**src/rtl/dps_pkg.sv**
```systemverilog
// shared constants and types of the time-code pulse simulator
package dps_pkg;

   // ************************************************************
   // timing
   // ************************************************************
   localparam int unsigned CLK_PERIOD_NS = 20;          // system clock period
   localparam int unsigned MS_PERIOD_NS  = 1000000;     // one millisecond
   localparam int unsigned MS_CYCLES     = MS_PERIOD_NS / CLK_PERIOD_NS;
   localparam logic [9:0]  HALF_2HZ_MS   = 10'h0FA;     // 250 ms half period
   localparam logic [9:0]  MS_SAT        = 10'h3FF;     // ms counter ceiling

   // ************************************************************
   // pulse lengths in ms
   // ************************************************************
   localparam logic [7:0] SHORT_MIN_MS = 8'h46;         // 70 ms
   localparam logic [7:0] SHORT_MAX_MS = 8'h8C;         // 140 ms
   localparam logic [7:0] SHORT_DEF_MS = 8'h64;         // 100 ms
   localparam logic [7:0] LONG_MIN_MS  = 8'h8C;         // 140 ms
   localparam logic [7:0] LONG_MAX_MS  = 8'hF0;         // 240 ms
   localparam logic [7:0] LONG_DEF_MS  = 8'hC8;         // 200 ms

   // ************************************************************
   // holdover and frame
   // ************************************************************
   localparam logic [10:0] HOLD_MAX_MIN = 11'h5A0;      // 24 hours
   localparam logic [10:0] HOLD_DEF_MIN = 11'h000;
   localparam logic [5:0]  LAST_SEC     = 6'h3B;        // second 59, no pulse
   localparam int unsigned TIME_W       = 35;           // bcd time word width
   localparam int unsigned FRAME_W      = 59;           // bits 0..58

   // ************************************************************
   // frame bit positions
   // ************************************************************
   localparam int unsigned BIT_ANN  = 16;
   localparam int unsigned BIT_Z1   = 17;
   localparam int unsigned BIT_Z2   = 18;
   localparam int unsigned BIT_ST   = 20;
   localparam int unsigned BIT_MIN  = 21;
   localparam int unsigned BIT_P1   = 28;
   localparam int unsigned BIT_HR   = 29;
   localparam int unsigned BIT_P2   = 35;
   localparam int unsigned BIT_DATE = 36;
   localparam int unsigned BIT_P3   = 58;

   // ************************************************************
   // modes
   // ************************************************************
   typedef enum logic [1:0]
   {
      BASE_LOCAL = 2'b00,
      BASE_STD   = 2'b01,
      BASE_UTC   = 2'b10
   } dps_base_e;

   typedef enum logic [1:0]
   {
      ZONE_LOCAL  = 2'b00,
      ZONE_WINTER = 2'b01,
      ZONE_SUMMER = 2'b10,
      ZONE_NONE   = 2'b11
   } dps_zone_e;

   typedef enum logic [1:0]
   {
      FLT_2HZ_INVALID  = 2'b00,
      FLT_2HZ_NOSYNC   = 2'b01,
      FLT_OFF_INVALID  = 2'b10,
      FLT_OFF_NOSYNC   = 2'b11
   } dps_fault_e;

endpackage

```
**src/rtl/dps_pulse_sim.sv**
```systemverilog
// time-code pulse generator with fault handling and minute-aligned settings
//
// Behaviour
// - local base jumps an hour at changeover
// - standard base encodes winter time all year
// - settings take effect only at minute boundary
// - local zone status follows current zone
// - always-standard encodes winter, no announcement
// - always-summer encodes summer, no announcement
// - no-zone mode clears zone bits, no announcement
// - zone override leaves time and date alone
// - base change reloads matching zone default
// - low-active polarity inverts the output
// - 2 Hz instead of code when time invalid
// - 2 Hz after holdover expiry without reception
// - output inactive while time invalid
// - output stops after holdover expiry
// - holdover 0 minutes to 24 hours
// - holdover taken only in not-sync modes
// - short pulse 70 to 140 ms, default 100
// - long pulse 140 to 240 ms, default 200
module dps_pulse_sim
   import dps_pkg::*;
#(
   parameter int unsigned P_MS_CYCLES = MS_CYCLES      // clock cycles per millisecond
)
(
   // clock and reset
   input  wire logic              i_clk,
   input  wire logic              i_reset_n,
   // time references
   input  wire logic              i_sec_tick,          // start of each second
   input  wire logic              i_min_tick,          // start of second 0
   input  wire logic [TIME_W-1:0] i_local_time,        // bcd time word, local base
   input  wire logic [TIME_W-1:0] i_std_time,          // bcd time word, standard base
   input  wire logic [TIME_W-1:0] i_utc_time,          // bcd time word, utc base
   // clock status
   input  wire logic              i_summer_time_flag,  // summer time in force
   input  wire logic              i_zone_announce,     // zone change imminent
   input  wire logic              i_time_valid,        // clock holds a valid time
   input  wire logic              i_sync,              // satellite reception present
   // settings
   input  wire logic [1:0]        i_time_base,
   input  wire logic [1:0]        i_zone_mode,
   input  wire logic              i_zone_wr,           // load i_zone_mode
   input  wire logic              i_low_active,
   input  wire logic [1:0]        i_fault_mode,
   input  wire logic [10:0]       i_holdover_min,
   input  wire logic [7:0]        i_short_ms,
   input  wire logic [7:0]        i_long_ms,
   // outputs
   output logic                   o_dcf_pulse,
   output logic [5:0]             o_second,
   output logic                   o_fault_active,
   output logic                   o_holdover_expired
);

   // ************************************************************
   // helpers
   // ************************************************************

   // clamp a value into [lo, hi]; out-of-range lengths are clamped rather than
   // refused, so the line never carries a pulse that a receiver cannot classify
   function automatic logic [7:0] clamp8(input logic [7:0] v, input logic [7:0] lo, input logic [7:0] hi);
      logic [7:0] r;
      r = v;
      if (v < lo)
      begin
         r = lo;
      end
      else if (v > hi)
      begin
         r = hi;
      end
      return r;
   endfunction

   // not-sync fault modes use the holdover timer
   function automatic logic is_nosync(input logic [1:0] m);
      return (m == FLT_2HZ_NOSYNC) || (m == FLT_OFF_NOSYNC);
   endfunction

   // ************************************************************
   // active settings, changed only at the minute boundary
   // ************************************************************
   // base and zone need no copy of their own: the frame register, loaded at
   // the minute tick, is what holds them steady for the whole minute
   dps_zone_e   zone_reg;                             // zone selection (pending)
   logic [1:0]  base_seen_reg;                        // last base seen on the port
   logic        low_reg;                              // polarity in use
   dps_fault_e  fault_reg;                            // fault mode in use
   logic [10:0] hold_reg;                             // holdover minutes in use
   logic [7:0]  short_reg;                            // short pulse ms in use
   logic [7:0]  long_reg;                             // long pulse ms in use

   wire logic        base_changed = (i_time_base != base_seen_reg);
   wire logic [1:0]  base_safe    = (i_time_base == 2'b11) ? BASE_LOCAL : i_time_base;
   wire logic [10:0] hold_clamped = (i_holdover_min > HOLD_MAX_MIN) ? HOLD_MAX_MIN : i_holdover_min;
   wire logic [7:0]  short_clamp  = clamp8(i_short_ms, SHORT_MIN_MS, SHORT_MAX_MS);
   wire logic [7:0]  long_clamp   = clamp8(i_long_ms, LONG_MIN_MS, LONG_MAX_MS);

   // default zone that belongs to a base
   logic [1:0] zone_default;
   assign zone_default = (base_safe == BASE_LOCAL) ? ZONE_LOCAL :
                         (base_safe == BASE_STD)   ? ZONE_WINTER : ZONE_NONE;

   // zone selection register: a base change overrides a same-cycle write,
   // so the pending zone never mismatches a freshly chosen base
   always_ff @(posedge i_clk or negedge i_reset_n)
   begin
      if (!i_reset_n)
      begin
         zone_reg      <= ZONE_LOCAL;
         base_seen_reg <= BASE_LOCAL;
      end
      else
      begin
         base_seen_reg <= i_time_base;
         if (base_changed)
         begin
            zone_reg <= dps_zone_e'(zone_default);
         end
         else if (i_zone_wr)
         begin
            zone_reg <= dps_zone_e'(i_zone_mode);
         end
      end
   end

   // all pulse-output settings are sampled together at the minute tick
   // so a frame already on the line never mixes old and new lengths
   always_ff @(posedge i_clk or negedge i_reset_n)
   begin
      if (!i_reset_n)
      begin
         low_reg      <= 1'b0;
         fault_reg    <= FLT_2HZ_INVALID;
         hold_reg     <= HOLD_DEF_MIN;
         short_reg    <= SHORT_DEF_MS;
         long_reg     <= LONG_DEF_MS;
      end
      else if (i_min_tick)
      begin
         low_reg      <= i_low_active;
         fault_reg    <= dps_fault_e'(i_fault_mode);
         if (is_nosync(i_fault_mode))
         begin
            hold_reg <= hold_clamped;
         end
         short_reg    <= short_clamp;
         long_reg     <= long_clamp;
      end
   end

   // ************************************************************
   // frame assembly
   // ************************************************************

   // the three words are supplied ready-made; no offset arithmetic is done here
   // the base picks the time word; the zone mode never touches it
   logic [TIME_W-1:0] time_sel;
   assign time_sel = (base_safe == BASE_STD) ? i_std_time :
                     (base_safe == BASE_UTC) ? i_utc_time :
                     i_local_time;

   // zone and announcement bits use the settings about to become active
   logic       z1_bit;
   logic       z2_bit;
   logic       ann_bit;
   assign z1_bit  = (zone_reg == ZONE_LOCAL)  ? i_summer_time_flag :
                    (zone_reg == ZONE_SUMMER);
   assign z2_bit  = (zone_reg == ZONE_LOCAL)  ? !i_summer_time_flag :
                    (zone_reg == ZONE_WINTER);
   assign ann_bit = (zone_reg == ZONE_LOCAL) && i_zone_announce;

   // time word: minute[6:0] hour[12:7] date[34:13]
   logic [FRAME_W-1:0] frame_next;
   always_comb
   begin
      frame_next                 = '0;
      frame_next[BIT_ANN]        = ann_bit;
      frame_next[BIT_Z1]         = z1_bit;
      frame_next[BIT_Z2]         = z2_bit;
      frame_next[BIT_ST]         = 1'b1;
      frame_next[BIT_MIN +: 7]   = time_sel[6:0];
      frame_next[BIT_P1]         = ^time_sel[6:0];
      frame_next[BIT_HR +: 6]    = time_sel[12:7];
      frame_next[BIT_P2]         = ^time_sel[12:7];
      frame_next[BIT_DATE +: 22] = time_sel[34:13];
      frame_next[BIT_P3]         = ^time_sel[34:13];
   end

   logic [FRAME_W-1:0] frame_reg;                     // frame being sent

   // frame is latched at the minute tick so it never changes mid-minute
   always_ff @(posedge i_clk or negedge i_reset_n)
   begin
      if (!i_reset_n)
      begin
         frame_reg <= '0;
      end
      else if (i_min_tick)
      begin
         frame_reg <= frame_next;
      end
   end

   // ************************************************************
   // second and millisecond timing
   // ************************************************************
   // divider width: a one-clock millisecond still needs a one-bit counter,
   // since a zero-width divider would not elaborate
   localparam int unsigned DIV_W = (P_MS_CYCLES > 1) ? $clog2(P_MS_CYCLES) : 1;

   logic [DIV_W-1:0]               div_reg;           // ms divider
   logic [9:0]                     ms_reg;            // ms into the second
   logic [5:0]                     sec_reg;           // second of the minute

   wire logic ms_tick = (div_reg == DIV_W'(P_MS_CYCLES - 1));

   // divider restarts on each second so ms stays aligned to the second edge
   // the ms count saturates so a missing second tick leaves the line quiet
   always_ff @(posedge i_clk or negedge i_reset_n)
   begin
      if (!i_reset_n)
      begin
         div_reg <= '0;
         ms_reg  <= MS_SAT;
      end
      else if (i_sec_tick)
      begin
         div_reg <= '0;
         ms_reg  <= '0;
      end
      else if (ms_tick)
      begin
         div_reg <= '0;
         if (ms_reg != MS_SAT)
         begin
            ms_reg <= ms_reg + 10'h001;
         end
      end
      else
      begin
         div_reg <= div_reg + 1'b1;
      end
   end

   // second counter; the minute tick forces second 0
   // the minute tick must come with a second tick: a lone minute tick would
   // restart the index but leave the ms count of the old second running on
   always_ff @(posedge i_clk or negedge i_reset_n)
   begin
      if (!i_reset_n)
      begin
         sec_reg <= LAST_SEC;
      end
      else if (i_min_tick)
      begin
         sec_reg <= 6'h00;
      end
      else if (i_sec_tick && (sec_reg != LAST_SEC))
      begin
         sec_reg <= sec_reg + 6'h01;
      end
   end

   // ************************************************************
   // holdover after loss of reception
   // ************************************************************
   logic [10:0] sync_loss_holdover_timer;             // minutes without reception

   // counts whole minutes while reception is absent; saturates at HOLD_MAX_MIN
   // a drop just before a tick counts as a whole minute, so the holdover is
   // only as fine as one minute
   always_ff @(posedge i_clk or negedge i_reset_n)
   begin
      if (!i_reset_n)
      begin
         sync_loss_holdover_timer <= '0;
      end
      else if (i_sync)
      begin
         sync_loss_holdover_timer <= '0;
      end
      else if (i_min_tick && (sync_loss_holdover_timer != HOLD_MAX_MIN))
      begin
         sync_loss_holdover_timer <= sync_loss_holdover_timer + 11'h001;
      end
   end

   // with zero holdover the fault applies as soon as reception drops
   wire logic hold_expired = !i_sync && (sync_loss_holdover_timer >= hold_reg);

   // ************************************************************
   // output selection
   // ************************************************************
   // a fault takes the line at once, mid-frame if need be: a receiver should
   // see the loss of reception as soon as the holdover runs out
   wire logic [1:0] flt      = fault_reg;
   wire logic       fault_on = is_nosync(flt) ? hold_expired : !i_time_valid;
   wire logic       use_2hz  = (flt == FLT_2HZ_INVALID) || (flt == FLT_2HZ_NOSYNC);

   // square wave: high 0..249, low 250..499, high 500..749, low 750..999
   wire logic [9:0] ms_half  = (ms_reg >= (HALF_2HZ_MS << 1)) ? ms_reg - (HALF_2HZ_MS << 1) : ms_reg;
   wire logic       sq_2hz   = (ms_half < HALF_2HZ_MS);

   // code pulse: bit value picks the length, last second stays quiet
   // bit 58 is the last one sent; second 59 reads as zero and is gated anyway
   wire logic       bit_val  = (sec_reg < 6'(FRAME_W)) ? frame_reg[sec_reg] : 1'b0;
   wire logic [7:0] len_ms   = bit_val ? long_reg : short_reg;
   wire logic       code_on  = (sec_reg != LAST_SEC) && (ms_reg < {2'b00, len_ms});

   logic nominal;
   assign nominal = !fault_on ? code_on :
                    use_2hz   ? sq_2hz  :
                    1'b0;

   // registered outputs, so the line carries no decode glitches
   always_ff @(posedge i_clk or negedge i_reset_n)
   begin
      if (!i_reset_n)
      begin
         o_dcf_pulse        <= 1'b0;
         o_second           <= LAST_SEC;
         o_fault_active     <= 1'b0;
         o_holdover_expired <= 1'b0;
      end
      else
      begin
         o_dcf_pulse        <= nominal ^ low_reg;
         o_second           <= sec_reg;
         o_fault_active     <= fault_on;
         o_holdover_expired <= hold_expired;
      end
   end

endmodule

```
**config.mk**
```make
export PLATFORM = sky130hd
export DESIGN_NAME = dps_pulse_sim
export DESIGN_NICKNAME = d
export VERILOG_FILES = /design/src/rtl/dps_pkg.sv /design/src/rtl/dps_pulse_sim.sv
export SDC_FILE = /design/constraint.sdc
export NUM_CORES = 1
export LEC_CHECK = 0
export ABC_AREA = 1
export BUFFER_PORTS_ARGS = -buffer_cell sky130_fd_sc_hd__buf_2
export CORE_MARGIN = 2
export CORE_UTILIZATION = 40
export CTS_CLUSTER_DIAMETER = 60
export DETAILED_ROUTE_END_ITERATION = 12
export HOLD_SLACK_MARGIN = 0.1
export SETUP_SLACK_MARGIN = 0.4
export SYNTH_ARGS = -nofsm -noshare
export SYNTH_HDL_FRONTEND = slang
export SYNTH_SLANG_ARGS = --single-unit
```
**constraint.sdc**
```tcl
create_clock -name i_clk -period 4.99 [get_ports i_clk]
set_input_delay 0.998 -clock i_clk [delete_from_list [all_inputs] [get_ports i_clk]]
set_output_delay 0.998 -clock i_clk [all_outputs]
set_load 0.02 [all_outputs]
```
==> results.md <==
- Crit end category: register
- Sw frac: 28.3%
- Port bufs: 156
- CTS Root Cell: clkbuf_16
- Worst hold start: sec_reg[3]
- Sequential Power Share: 42.5%
- Die Ht: 142 um
- Largest register FFs: 42
- Row count: 50
- #FFs+latches synth: 128
- DR vias: 6,969
- Mean Syn Cell Area: 7.56 um2
- Fraction of layout cells with a size suffix above 1: 19.9%
- Synth unique cells: 51
- Power per cell area: 308 mW/mm2
- H-tree Lvls: 4
- # nets final: 1,337
- Post-synth EDFFs: 0
- Clock network fraction of total power: 38.9%
- DRT Pass-1 Iters: 7
- Num CTS Buffers: 17
- Placed cell count: 1,375
- CTS max path bufs: 2
- # Max-Cap Violations: 0
- Worst Path Max Fanout: 23
- Top FF cell, synth: dfrtp_1
- Wirelength per Cell: 13.1 um
- Worst setup path startpoint: sec_reg[0]
- CTS sink count: 128
- WS Path Type: reg2reg
- Fin cells: 1,403
- End of the worst hold path: o_second[3]
- CTS resizes: 0
- Layout area overhead: 18.5%
- Startpoint types: register
- Yosys top cell by area: dfrtp_1
- Slowest cell on crit path: dfstp_2
- Initial Utilization: 40.8%
- Antenna cell count: 0
- Dpl ws: 1330 ps
- CORE AREA: 0.0188 mm2
- CP arrival: 3990 ps
- CTS clk-pin slew, worst paths: 50 ps
- DRC: 0
- Int Pwr: 2.00 mW
- Maximum VDD drop: 130 uV
- Setup_tns: 0 ps
- Gpl congestion: 0.919
- Global-route wire length before repair: 30,600 um
- Worst reg2reg path endpoint: o_dcf_pulse
- Top-count cell post-synth: nand2_1
- Ports: 157
- Clock Skews: 9.03 ps
- GRT Overall Usage: 18.8%
- Post-DP HPWL: 14,000 um
- Share of Yosys cell area claimed by the top area cell type: 33.3%
- Post-route ant nets: 0
- Worst path cell trace: inv_1 > nand2_1 > inv_1 > nand2_1 > nand3_1 > nand3_1 > nand2_1 > nand2_1 > nand3_1 > nand2_1 > o21ai_0 > ha_1 > a2111oi_0 > o311ai_0 > nor2_1 > nand2_1 > nand3_1 > nand2_1
- Clk Latency, worst-skew pair: 410 ps
- RSZ-0062 raised after global routing: no
- Worst-Margin Slew: 931 ps
- Largest cells by area after synthesis: dfrtp_1 33%, nand2_1 13%, dfstp_2 8.9%
- Minimum clock period after layout: 3690 ps
- CTS tree: built
- Die X: 142 um
- Max incr delay on CP: 760 ps
- Starting DRT DRC Count: 364
- Mapped cell area: 0.00766 mm2
- Die area: 0.0203 mm2
- Combinational power share: 18.6%
- Max-slew violations: 0
- # hold bufs at CTS: 0
- Number of global-route vias before repair: 6,526
- Hold path depth: 0
- Pin count of the biggest net entering global routing: 73
- Peak Freq: 271 MHz
- Top cells by count, synth: 271 x nand2_1, 118 x inv_1, 116 x o21ai_0, 102 x dfrtp_1, 92 x nand3_1
- Tcrit/Tclk final: 74.0%
- Vias per inst: 4.97
- Final wirelength: 18,400 um
- Fraction of registers with async set/reset: 100%
- # Post-CTS Setup Buffers: 0
- Cells after Synth: 1,014
- RR Startpoint: sec_reg[0]
- Leak: 4.46 nW
- Antenna violations before repair: 0
- Hold violation count in the final report: 0
- Most used cell, CP: nand2_1
- Worst setup margin: 1300 ps
- Slew Limit Headroom: 38.0%
- Psw: 0.790 mW
- Sequential fraction of the synthesis area: 42.2%
- Synth warn: 0
- WP data required: 5290 ps
- Reg2Reg Depth: 18
- PnR Total Power: 2.79 mW
- Worst reg2reg setup slack: 1300 ps
- HP Class: reg2reg
- Net count after synthesis: 1,191
- Outcome: finished, final reports clean
- Global route overflow: 0
- Final setup vio count: 0
[routing by layer]
metal / routed length (um) / share of wire, % / vias up / global-route usage (%)
li1: - / - / 3632 / -
met1: 9150 / 50 / 3093 / 26.2
met2: 8030 / 44 / 224 / 29.4
met3: 950 / 5.1 / 20 / 3.40
met4: 314 / 1.7 / 0 / 6.62
met5: 0 / 0 / - / 0
[worst max-delay path by stage]
stage	to	cells after the start	slack [ps]
6_report	o_dcf_pulse	18	1300
4_1_cts	o_dcf_pulse	18	1310
2_1_floorplan	o_dcf_pulse	20	2060
5_1_grt	o_dcf_pulse	21	890
3_3_place_gp	o_dcf_pulse	21	1440
3_5_place_dp	o_dcf_pulse	18	1330
[cells by family (layout without fill, tap and decap cells)]
group	after synthesis	count (layout)	share of synthesized area [%]
AO/OA/AOI/OAI	203	203	14.6
XOR/XNOR	31	31	3.54
adder cells (fa/ha/maj)	29	29	4.73
buffers and inverters	158	313	8.88
flip-flops	128	128	42.2
multiplexers	1	1	0.131
AND/OR/NAND/NOR	464	464	25.9
[cell usage in the layout, fill, tap and decap left out, drive strengths merged, types with 22 or more instances in the layout]
cell type	n
ha	29
o21ai	131
dfrtp	102
nand3	94
xnor2	22
nor2	49
dfstp	26
clkbuf	22
nand2	275
buf	161
a21oi	42
inv	122
[power groups by stage]
stage | logic [mW] | clock network (mW) | registers, mW
finish | 0.521 | 1.09 | 1.19
global route | 0.603 | 1.15 | 1.20
CTS | 0.529 | 1.11 | 1.19
detailed placement | 0.527 | 0 | 1.20
global placement | 0.519 | 0 | 1.20
floorplan | 0.370 | 0 | 1.19
[layout make-up]
| class | instances | area [um2] |
|---|---|---|
| clock inverters | 6 | 37.5 |
| fillers | 1917 | 9690 |
| inverters | 124 | 470 |
| clock buffers | 22 | 474 |
| repair buffers | 161 | 821 |
| flip-flops and latches | 128 | 3240 |
| well taps | 234 | 293 |
| multi-input cells | 728 | 3750 |
[per-stage QoR]
step                hold slack (ps)  area [um2]  util [%]
floorplan                       367        7660         -
global placement                385        8570      45.6
detailed placement              384        8570      45.6
CTS                             396        9080      48.4
global route                    406        9080      48.4
finish                          396        9080      48.4
[critical path: cells and delay by family (launching register included)]
kind	cells	cell delay, ps
AOI/OAI and AO/OA	3	710
adders and majority gates	1	300
buffers and inverters	2	460
DFF	1	760
and+or+nand+nor	12	1330
Note: power is estimated with default switching activity, not from simulation.
